`src/hdl/ttp_pkg.sv`:
```
// ttp_pkg: register map, field positions and reset values of the triple timer unit
// assumes a 32-bit apb slave, one aligned word per register
package ttp_pkg;
  localparam int unsigned CNT_W = 16;
  localparam logic [7:0] OFF_CTRL0 = 8'h00;
  localparam logic [7:0] OFF_LIMA0 = 8'h04;
  localparam logic [7:0] OFF_LIMB0 = 8'h08;
  localparam logic [7:0] OFF_CNT0 = 8'h0C;
  localparam logic [7:0] OFF_CTRL1 = 8'h10;
  localparam logic [7:0] OFF_LIMA1 = 8'h14;
  localparam logic [7:0] OFF_LIMB1 = 8'h18;
  localparam logic [7:0] OFF_CNT1 = 8'h1C;
  localparam logic [7:0] OFF_CTRL2 = 8'h20;
  localparam logic [7:0] OFF_LIMA2 = 8'h24;
  localparam logic [7:0] OFF_CNT2 = 8'h2C;
  localparam logic [7:0] OFF_SYSCFG = 8'h30;
  localparam logic [7:0] OFF_STAT = 8'h34;
  localparam logic [7:0] OFF_MASK = 8'h38;
  localparam logic [7:0] OFF_OUT = 8'h3C;
  // mode word bits
  localparam int unsigned MB_EN = 0;
  localparam int unsigned MB_CONT = 1;
  localparam int unsigned MB_ALT = 2;
  localparam int unsigned MB_PRE = 3;
  localparam int unsigned MB_IE = 4;
  localparam int unsigned MODE_W = 5;
  // system config bits
  localparam int unsigned SB_DEMOD = 0;
  localparam int unsigned SB_PSAVE = 1;
  localparam int unsigned SB_PSDIV = 2;
  localparam int unsigned SB_PSDIV_W = 3;
  localparam int unsigned SYSCFG_W = 5;
  // status bits
  localparam int unsigned ST_T0 = 0;
  localparam int unsigned ST_T1 = 1;
  localparam int unsigned ST_T2 = 2;
  localparam int unsigned ST_FALL = 3;
  localparam int unsigned ST_RISE = 4;
  localparam int unsigned ST_W = 5;
  localparam logic [1:0] TICK_DIV = 2'h3;
  localparam logic [31:0] RESET_WORD = 32'h00000000;
endpackage : ttp_pkg

```
`src/hdl/ttp_top.sv`:
```
// ttp_top: triple timer unit with waveform outputs, prescaling and edge demodulation
// assumes an apb master on pclk; demod_in is an asynchronous pin
`timescale 1ns/100ps
// Behaviour
// - timers advance once every four clocks at most
// - power save mode slows the timer count rate
// - each timer has its own software mode word register
// - dual-limit timers each hold limit a and limit b
// - waveform output high through limit a phase, low through limit b
// - counters are sixteen bits and readable at any time
// - prescaler timer has only one limit, no waveform pin and no prescaling, otherwise alike
// - interrupt request when count reaches programmed maximum
// - demod enable bit in system config switches input handling
// - demod raises separate requests on falling and rising edges
module ttp_top #(
  parameter int unsigned W = ttp_pkg::CNT_W // counter width
)
(
  input wire logic pclk, // apb clock, 50 MHz
  input wire logic presetn, // async reset, low active
  input wire logic psel, // apb select
  input wire logic penable, // apb enable
  input wire logic pwrite, // apb direction
  input wire logic [7:0] paddr, // apb byte address
  input wire logic [31:0] pwdata, // apb write data
  output logic [31:0] prdata, // apb read data
  output logic pready, // apb ready
  output logic pslverr, // apb error on unmapped address
  input wire logic demod_in, // pulse input, asynchronous
  output logic wave0, // first dual-limit timer waveform
  output logic wave1, // second dual-limit timer waveform
  output logic irq // level interrupt
);
  typedef struct packed
  {
    logic [ttp_pkg::MODE_W-1:0] mode0;
    logic [ttp_pkg::MODE_W-1:0] mode1;
    logic [ttp_pkg::MODE_W-1:0] mode2;
    logic [W-1:0] lima0;
    logic [W-1:0] limb0;
    logic [W-1:0] lima1;
    logic [W-1:0] limb1;
    logic [W-1:0] lima2;
    logic [ttp_pkg::SYSCFG_W-1:0] syscfg;
    logic [ttp_pkg::ST_W-1:0] stat;
    logic [ttp_pkg::ST_W-1:0] mask;
    logic [1:0] sync;
    logic demod_prev;
    logic [31:0] prdata;
    logic pready;
    logic pslverr;
    logic wave0;
    logic wave1;
    logic irq;
  } ttp_top_st_t;
  ttp_top_st_t s_q;
  ttp_top_st_t s_d;
  logic tick;
  logic [W-1:0] cnt0;
  logic [W-1:0] cnt1;
  logic [W-1:0] cnt2;
  logic w0;
  logic w1;
  logic d0;
  logic d1;
  logic d2;
  logic acc;
  logic wr;
  logic [ttp_pkg::ST_W-1:0] ev;
  logic [ttp_pkg::ST_W-1:0] clr;
  logic [31:0] rd;
  logic hit;
  logic rise;
  logic fall;

  ttp_tick u_tick
  (
    .pclk(pclk),
    .presetn(presetn),
    .psave(s_q.syscfg[ttp_pkg::SB_PSAVE]),
    .psdiv(s_q.syscfg[ttp_pkg::SB_PSDIV +: ttp_pkg::SB_PSDIV_W]),
    .tick(tick)
  );

  ttp_chan #(.W(W), .DUAL(1'b1)) u_t0
  (
    .pclk(pclk),
    .presetn(presetn),
    .mode(s_q.mode0),
    .lim_a(s_q.lima0),
    .lim_b(s_q.limb0),
    .base_tick(tick),
    .pre_tick(d2),
    .count(cnt0),
    .wave(w0),
    .done(d0)
  );

  ttp_chan #(.W(W), .DUAL(1'b1)) u_t1
  (
    .pclk(pclk),
    .presetn(presetn),
    .mode(s_q.mode1),
    .lim_a(s_q.lima1),
    .lim_b(s_q.limb1),
    .base_tick(tick),
    .pre_tick(d2),
    .count(cnt1),
    .wave(w1),
    .done(d1)
  );

  // prescaler timer ignores its own prescale bit
  ttp_chan #(.W(W), .DUAL(1'b0)) u_t2
  (
    .pclk(pclk),
    .presetn(presetn),
    .mode(s_q.mode2 & ~(ttp_pkg::MODE_W'(1) << ttp_pkg::MB_PRE)),
    .lim_a(s_q.lima2),
    .lim_b(s_q.lima2),
    .base_tick(tick),
    .pre_tick(1'b0),
    .count(cnt2),
    .wave(),
    .done(d2)
  );

  always_comb
  begin
    s_d = s_q;
    acc = psel && penable && s_q.pready;
    wr = acc && pwrite;
    // second stage only is examined for edges
    s_d.sync = {s_q.sync[0], demod_in};
    s_d.demod_prev = s_q.sync[1];
    rise = s_q.sync[1] && !s_q.demod_prev;
    fall = !s_q.sync[1] && s_q.demod_prev;
    ev = '0;
    ev[ttp_pkg::ST_T0] = d0 && s_q.mode0[ttp_pkg::MB_IE];
    ev[ttp_pkg::ST_T1] = d1 && s_q.mode1[ttp_pkg::MB_IE];
    ev[ttp_pkg::ST_T2] = d2 && s_q.mode2[ttp_pkg::MB_IE];
    // edges only count once demod is on; handlers must already be set
    ev[ttp_pkg::ST_FALL] = fall && s_q.syscfg[ttp_pkg::SB_DEMOD];
    ev[ttp_pkg::ST_RISE] = rise && s_q.syscfg[ttp_pkg::SB_DEMOD];
    hit = 1'b1;
    rd = ttp_pkg::RESET_WORD;
    case (paddr)
      ttp_pkg::OFF_CTRL0: rd = 32'(s_q.mode0);
      ttp_pkg::OFF_LIMA0: rd = 32'(s_q.lima0);
      ttp_pkg::OFF_LIMB0: rd = 32'(s_q.limb0);
      ttp_pkg::OFF_CNT0: rd = 32'(cnt0);
      ttp_pkg::OFF_CTRL1: rd = 32'(s_q.mode1);
      ttp_pkg::OFF_LIMA1: rd = 32'(s_q.lima1);
      ttp_pkg::OFF_LIMB1: rd = 32'(s_q.limb1);
      ttp_pkg::OFF_CNT1: rd = 32'(cnt1);
      ttp_pkg::OFF_CTRL2: rd = 32'(s_q.mode2);
      ttp_pkg::OFF_LIMA2: rd = 32'(s_q.lima2);
      ttp_pkg::OFF_CNT2: rd = 32'(cnt2);
      ttp_pkg::OFF_SYSCFG: rd = 32'(s_q.syscfg);
      ttp_pkg::OFF_STAT: rd = 32'(s_q.stat);
      ttp_pkg::OFF_MASK: rd = 32'(s_q.mask);
      ttp_pkg::OFF_OUT: rd = 32'({s_q.sync[1], s_q.wave1, s_q.wave0});
      default: hit = 1'b0;
    endcase
    clr = '0;
    if (wr && hit)
    begin
      case (paddr)
        ttp_pkg::OFF_CTRL0: s_d.mode0 = pwdata[ttp_pkg::MODE_W-1:0];
        ttp_pkg::OFF_LIMA0: s_d.lima0 = pwdata[W-1:0];
        ttp_pkg::OFF_LIMB0: s_d.limb0 = pwdata[W-1:0];
        ttp_pkg::OFF_CTRL1: s_d.mode1 = pwdata[ttp_pkg::MODE_W-1:0];
        ttp_pkg::OFF_LIMA1: s_d.lima1 = pwdata[W-1:0];
        ttp_pkg::OFF_LIMB1: s_d.limb1 = pwdata[W-1:0];
        ttp_pkg::OFF_CTRL2: s_d.mode2 = pwdata[ttp_pkg::MODE_W-1:0];
        ttp_pkg::OFF_LIMA2: s_d.lima2 = pwdata[W-1:0];
        ttp_pkg::OFF_SYSCFG: s_d.syscfg = pwdata[ttp_pkg::SYSCFG_W-1:0];
        ttp_pkg::OFF_STAT: clr = pwdata[ttp_pkg::ST_W-1:0];
        ttp_pkg::OFF_MASK: s_d.mask = pwdata[ttp_pkg::ST_W-1:0];
        default: clr = '0;
      endcase
    end
    // a new event beats a clear in the same cycle
    s_d.stat = (s_q.stat & ~clr) | ev;
    // one wait state: ready rises in the second access cycle, drops after
    s_d.pready = psel && penable && !s_q.pready;
    s_d.pslverr = psel && penable && !s_q.pready && !hit;
    s_d.prdata = (psel && penable && !s_q.pready && !pwrite) ? rd : s_q.prdata;
    s_d.wave0 = w0;
    s_d.wave1 = w1;
    s_d.irq = |(s_d.stat & s_d.mask);
  end

  always_ff @(posedge pclk or negedge presetn)
  begin
    if (!presetn)
      s_q <= '0;
    else
      s_q <= s_d;
  end

  assign prdata = s_q.prdata;
  assign pready = s_q.pready;
  assign pslverr = s_q.pslverr;
  assign wave0 = s_q.wave0;
  assign wave1 = s_q.wave1;
  assign irq = s_q.irq;
endmodule : ttp_top

```
`src/hdl/ttp_tick.sv`:
```
// ttp_tick: count-enable source, one pulse per four clocks, slower in power save
// assumes power-save controls come from registers on the same clock
`timescale 1ns/100ps
module ttp_tick
(
  input wire logic pclk, // apb clock
  input wire logic presetn, // async reset, low active
  input wire logic psave, // power save mode selected
  input wire logic [ttp_pkg::SB_PSDIV_W-1:0] psdiv, // power save clock divide, log2
  output logic tick // one-cycle count enable
);
  typedef struct packed
  {
    logic [1:0] quarter;
    logic [7:0] slow;
    logic tick;
  } ttp_tick_st_t;
  ttp_tick_st_t s_q;
  ttp_tick_st_t s_d;
  logic [7:0] slow_mask;
  always_comb
  begin
    s_d = s_q;
    // low psdiv bits of the slow counter must be zero for a tick
    slow_mask = 8'((16'h0001 << psdiv) - 16'h0001);
    s_d.quarter = s_q.quarter + 2'h1;
    s_d.tick = 1'b0;
    if (s_q.quarter == ttp_pkg::TICK_DIV)
    begin
      // power save stretches the quarter-rate tick by 2^psdiv
      if (!psave || ((s_q.slow & slow_mask) == 8'h00))
        s_d.tick = 1'b1;
      s_d.slow = s_q.slow + 8'h01;
    end
  end
  always_ff @(posedge pclk or negedge presetn)
  begin
    if (!presetn)
      s_q <= '0;
    else
      s_q <= s_d;
  end
  assign tick = s_q.tick;
endmodule : ttp_tick

```
`src/hdl/ttp_chan.sv`:
```
// ttp_chan: one 16-bit timer with optional second limit and waveform output
// assumes a count enable pulse and limits from registers on the same clock
`timescale 1ns/100ps
module ttp_chan #(
  parameter int unsigned W = 16, // counter width
  parameter bit DUAL = 1'b1 // second limit present
)
(
  input wire logic pclk, // apb clock
  input wire logic presetn, // async reset, low active
  input wire logic [ttp_pkg::MODE_W-1:0] mode, // mode word
  input wire logic [W-1:0] lim_a, // limit a
  input wire logic [W-1:0] lim_b, // limit b
  input wire logic base_tick, // quarter-rate enable
  input wire logic pre_tick, // prescaler timer terminal pulse
  output logic [W-1:0] count, // current count
  output logic wave, // waveform output
  output logic done // one-cycle full-count pulse
);
  typedef struct packed
  {
    logic [W-1:0] cnt;
    logic phase_b;
    logic wave;
    logic done;
    logic stop;
  } ttp_chan_st_t;
  ttp_chan_st_t s_q;
  ttp_chan_st_t s_d;
  logic step;
  logic alt;
  logic [W-1:0] lim;
  always_comb
  begin
    s_d = s_q;
    s_d.done = 1'b0;
    alt = DUAL && mode[ttp_pkg::MB_ALT];
    step = mode[ttp_pkg::MB_PRE] ? pre_tick : base_tick;
    lim = (alt && s_q.phase_b) ? lim_b : lim_a;
    if (!mode[ttp_pkg::MB_EN])
    begin
      s_d.cnt = '0;
      s_d.phase_b = 1'b0;
      s_d.wave = 1'b1;
      s_d.stop = 1'b0;
    end
    else if (step && !s_q.stop)
    begin
      if (s_q.cnt >= lim)
      begin
        s_d.cnt = '0;
        s_d.done = 1'b1;
        if (alt)
        begin
          s_d.phase_b = !s_q.phase_b;
          s_d.wave = s_q.phase_b;
        end
        else
          s_d.wave = !s_q.wave;
        if (!mode[ttp_pkg::MB_CONT] && (!alt || s_q.phase_b))
        begin
          // single shot holds and stays quiet; only a disable rearms it
          s_d.cnt = s_q.cnt;
          s_d.stop = 1'b1;
        end
      end
      else
        s_d.cnt = s_q.cnt + W'(1);
    end
  end
  always_ff @(posedge pclk or negedge presetn)
  begin
    if (!presetn)
      s_q <= '{cnt: '0, phase_b: 1'b0, wave: 1'b1, done: 1'b0, stop: 1'b0};
    else
      s_q <= s_d;
  end
  assign count = s_q.cnt;
  assign wave = s_q.wave;
  assign done = s_q.done;
endmodule : ttp_chan

```
`config.mk`:
```
export PLATFORM = sky130hd
export DESIGN_NAME = ttp_top
export DESIGN_NICKNAME = d
export VERILOG_FILES = /design/src/hdl/ttp_pkg.sv /design/src/hdl/ttp_top.sv /design/src/hdl/ttp_tick.sv /design/src/hdl/ttp_chan.sv
export SDC_FILE = /design/constraint.sdc
export NUM_CORES = 1
export LEC_CHECK = 0
export ABC_CLOCK_PERIOD_IN_PS = 3000
export BUFFER_PORTS_ARGS = -buffer_cell sky130_fd_sc_hd__buf_2
export CAP_MARGIN = 20
export CORE_UTILIZATION = 44
export CTS_CLUSTER_DIAMETER = 150
export DETAILED_ROUTE_END_ITERATION = 10
export PLACE_DENSITY_LB_ADDON = 0.08
export SLEW_MARGIN = 20
export SYNTH_ARGS = -nofsm -noshare
export SYNTH_HDL_FRONTEND = slang
export SYNTH_SLANG_ARGS = --single-unit
```
`constraint.sdc`:
```
create_clock -name pclk -period 3 [get_ports pclk]
set_clock_uncertainty 0.15 [all_clocks]
set_input_delay 0.45 -clock pclk [delete_from_list [all_inputs] [get_ports pclk]]
set_output_delay 0.45 -clock pclk [all_outputs]
set_load 0.02 [all_outputs]
```
==> run_results.csv <==
group,metric,value,unit
outcome,outcome,"complete, but fails checks",
outcome,violations,"DRC",
critical_path,crit_type,"reg2reg",
sta,period_share,98.59,%
synthesis,synth.avg_cell_area,10.61,µm²
synthesis,async_reset_ff_share,100.0,%
finish,antenna_cells,0,
floorplanning,die_x,165.3,µm
synthesis,synth_cell_types,81,
sta,fin_setup_tns,0,ns
synthesis,netlist_top_cells_area,"dfrtp_1 (43%), ha_1 (5.7%), mux2_2 (5.5%), mux2_4 (3.8%), mux2i_1 (3.6%)",
critical_path,cp_max_fo,4,
synthesis,yosys-top-cells-count,"dfrtp_1 (200), nand2_1 (98), nor2_1 (62), mux2_2 (57), ha_1 (53)",
place,pre_cts_slack,-0.03299,ns
power,p_leak,6.317,nW
clock_network,cts.sink_count,202,
finish,stdcell_area,13610,µm²
place,io_buffers,50,
synthesis,synth_top_area_cell,"dfrtp_1",
global_routing,grt_use_met1,33.78,%
routing,first_iter_violations,693,
sta,setup_viol,0,
power,vdd_drop_max,368.2,µV
synthesis,synth_top_area_share,42.68,%
synthesis,synth-seq-cells,202,
synthesis,yosysWarnings,0,
critical_path,timing.rr.end,"u_t0.count[4]",
global_routing,gr-usage-all-layers,25.28,%
global_routing,grt_pass1_vias,8823,
critical_path,worstPathRequired,3.28,ns
synthesis,synth-edff-count,0,
clock_network,clkTransAtPathRegs,0.06,ns
routing,drcViolationCount,18,
synthesis,synthAdderAreaFrac,5.655,%
power,total_power,6.078,mW
sta,max_freq,338.1,MHz
synthesis,netlist_area,11730,µm²
sta,setup_slack,0.04233,ns
global_routing,gr-total-overflow,0,
critical_path,reg2regPathDepth,11,
routing,wl_per_cell,21.91,µm
routing,vias,9070,
finish,fin_util,52.06,%
critical_path,r2r_slack,0.04,ns
min_path,worstHoldStart,"pwdata[5]",
clock_network,cts_max_level,1,
floorplanning,io_pins,83,
floorplanning,die_h,165.3,µm
floorplanning,rows,59,
clock_network,cts_root_buf,"clkbuf_16",
floorplanning,core-area,26130,µm²
global_routing,met2_usage,42.16,%
critical_path,arrival,3.24,ns
routing,firstDrtPassIters,8,
min_path,worst_hold_path_type,"in2reg",
synthesis,synth-compound-area-share,15.36,%
critical_path,cp-end-kind,"flip-flop",
clock_network,clk_latency,0.53,ns
synthesis,synth_cells,1105,
sta,worstMarginPinSlew,0.6149,ns
finish,nets,1295,
floorplanning,die-area,27310,µm²
place,gp_congestion,0.9357,
global_routing,busiest_layer,"met2",
global_routing,met3_usage,3.122,%
critical_path,start_kind,"flip-flop",
synthesis,synth_xor_area_share,0.5975,%
synthesis,synth-simple-area-share,14.31,%
global_routing,grt_max_degree,65,
finish,drive_above_1_share,25.04,%
power,p_per_area,446.7,nW/µm²
finish,nFillCells,2373,
run,drv_cap,0,
global_routing,antenna_found_initial,0,
sta,final_max_slew_viol_count,0,
sta,max-slew-margin-rel,58.91,%
place,placed_area,12570,µm²
sta,hold_viol,0,
critical_path,worstReg2RegStart,"u_t0.s_q[3]",
sta,period_needed,2.958,ns
clock_network,clk_path_buf_depth,3,
min_path,hold_depth,3,
synthesis,synth_top_family_by_area,"compound AO/OA/AOI/OAI gates",
clock_network,cts_tree,"yes",
global_routing,grt_first_pass_wirelength,51920,µm
routing,ant_nets,0,
place,dp_hpwl,24800,µm
synthesis,synth_most_common_cell,"dfrtp_1",
clock_network,cts_buffers,25,
finish,syn2layout_area_growth,16.03,%
min_path,hold_end,"s_q[60]",
sta,grt_setup_unrepaired,"true",
synthesis,synth_mux_area_share,14.63,%
routing,drt-total-wl,33950,µm
routing,routed_via_density,5.855,
floorplanning,initial_utilization,44.87,%
synthesis,synth_ff_type,"dfrtp_1",
synthesis,synth.yosys.seq_area_share,43.13,%
-- cell families (layout without fill, tap and decap cells) --
group           after synthesis  in the layout
other cells                   1             16
xor+xnor                      8              8
buf+inv                     131            225
flops                       202            202
mux                         143            143
fa+ha+maj                    53             53
simple gates                316            316
compound gates              251            251
-- per-layer routing --
metal	up-vias	part of all wire, %
met5	-	0
met4	0	3.4
met3	67	4.3
met2	256	48
met1	4481	44
li1	4266	-
-- registers in the layout (all words and copies together) (netlist names), 2 cells and up --
register,cells
s_q,111
prdata,16
u_t0.count,16
u_t1.count,16
u_t2.count,16
u_tick.s_q,9
s_d,2
u_t0.s_q,2
u_t1.s_q,2
-- worst max-delay path, cell delays in order, from the launching register on --
cell	delay [ns]
dfrtp_1	0.40
nand2_4	0.12
mux2_2	0.35
ha_1	0.26
nand2b_1	0.15
a2111o_1	0.41
a31oi_4	0.20
o211ai_1	0.19
buf_4	0.18
buf_4	0.12
a21o_1	0.14
a22o_1	0.17
-- through the flow --
step | hold WS [ns] | instances
floorplan | 0.004409 | 1120
detailed placement | 0.1897 | 1494
global route | 0.06982 | 1549
CTS | 0.03671 | 1541
global placement | 0.1877 | 1494
finish | 0.05858 | 1549
-- layout by cell type (no fill, tap or decap), types with 6 or more instances in the layout --
cell       netlist  layout
a211oi_1         6       6
a21o_1           6       6
a21oi_1         33      33
a221o_1          9       9
a221oi_1        19      19
a22o_1          24      24
a22oi_1         27      27
a31oi_1         14      13
a41oi_1          7       6
and3_1           7       6
buf_12           1       9
buf_2           15      49
buf_4           38      68
clkbuf_1        21      10
clkbuf_16        0      26
clkbuf_8         0       6
conb_1           1      16
dfrtp_1        200     200
ha_1            53      53
inv_1           48      48
mux2_1          10      10
mux2_2          57      57
mux2_4          30      30
mux2i_1         42      36
nand2_1         98      96
nand3_1         36      35
nand4_1         14      14
nor2_1          62      61
nor2b_1         13      13
nor3_1          13      13
nor4_1          10       9
o211ai_1         9       9
o21ai_0         50      47
o221ai_1         8       8
o22ai_1          7       7
or2_2            9       9
or3_1           10      10
-- power by group --
| part | internal, mW | switching, mW | total (mW) |
|---|---|---|---|
| Combinational | 0.100 | 0.244 | 0.344 |
| Clock | 1.77 | 1.17 | 2.94 |
| Sequential | 2.77 | 0.0263 | 2.80 |
| Total | 4.64 | 1.44 | 6.08 |
-- timing repair --
action	4_1_cts	5_1_grt
hold buffers	2	0
buffers inserted	0	7
endpoints found under the setup margin	18	30
gates resized for setup	5	21
pin swaps	1	5
endpoints found under the hold margin	60	0
cloned	0	1
-- area by class of cell --
| type | instances | area, µm² | share of cell area [%] |
|---|---|---|---|
| clock buffer | 41 | 745.7 | 5.481 |
| clock inverter | 4 | 48.80 | 0.3587 |
| inverter | 48 | 180.2 | 1.324 |
| multi-input combinational | 787 | 6115 | 44.94 |
| sequential | 202 | 5057 | 37.17 |
| tap | 335 | 419.2 | 3.081 |
| timing repair buffer | 132 | 1040 | 7.642 |
-- worst max path at each step --
stage / end / slack (ns) / from / depth (start not counted)
floorplan: u_t0.count[9] / 0.03 / s_q[147] / 10
global placement: u_t0.count[15] / 0.02 / s_q[147] / 9
detailed placement: u_t0.count[7] / -0.03 / u_t0.s_q[3] / 9
CTS: u_t0.count[12] / 0.006 / u_t0.s_q[3] / 11
global route: u_t0.count[4] / -0.08 / u_t0.s_q[3] / 11
finish: u_t0.count[4] / 0.04 / u_t0.s_q[3] / 11
Note: power is estimated with default switching activity, not from simulation.
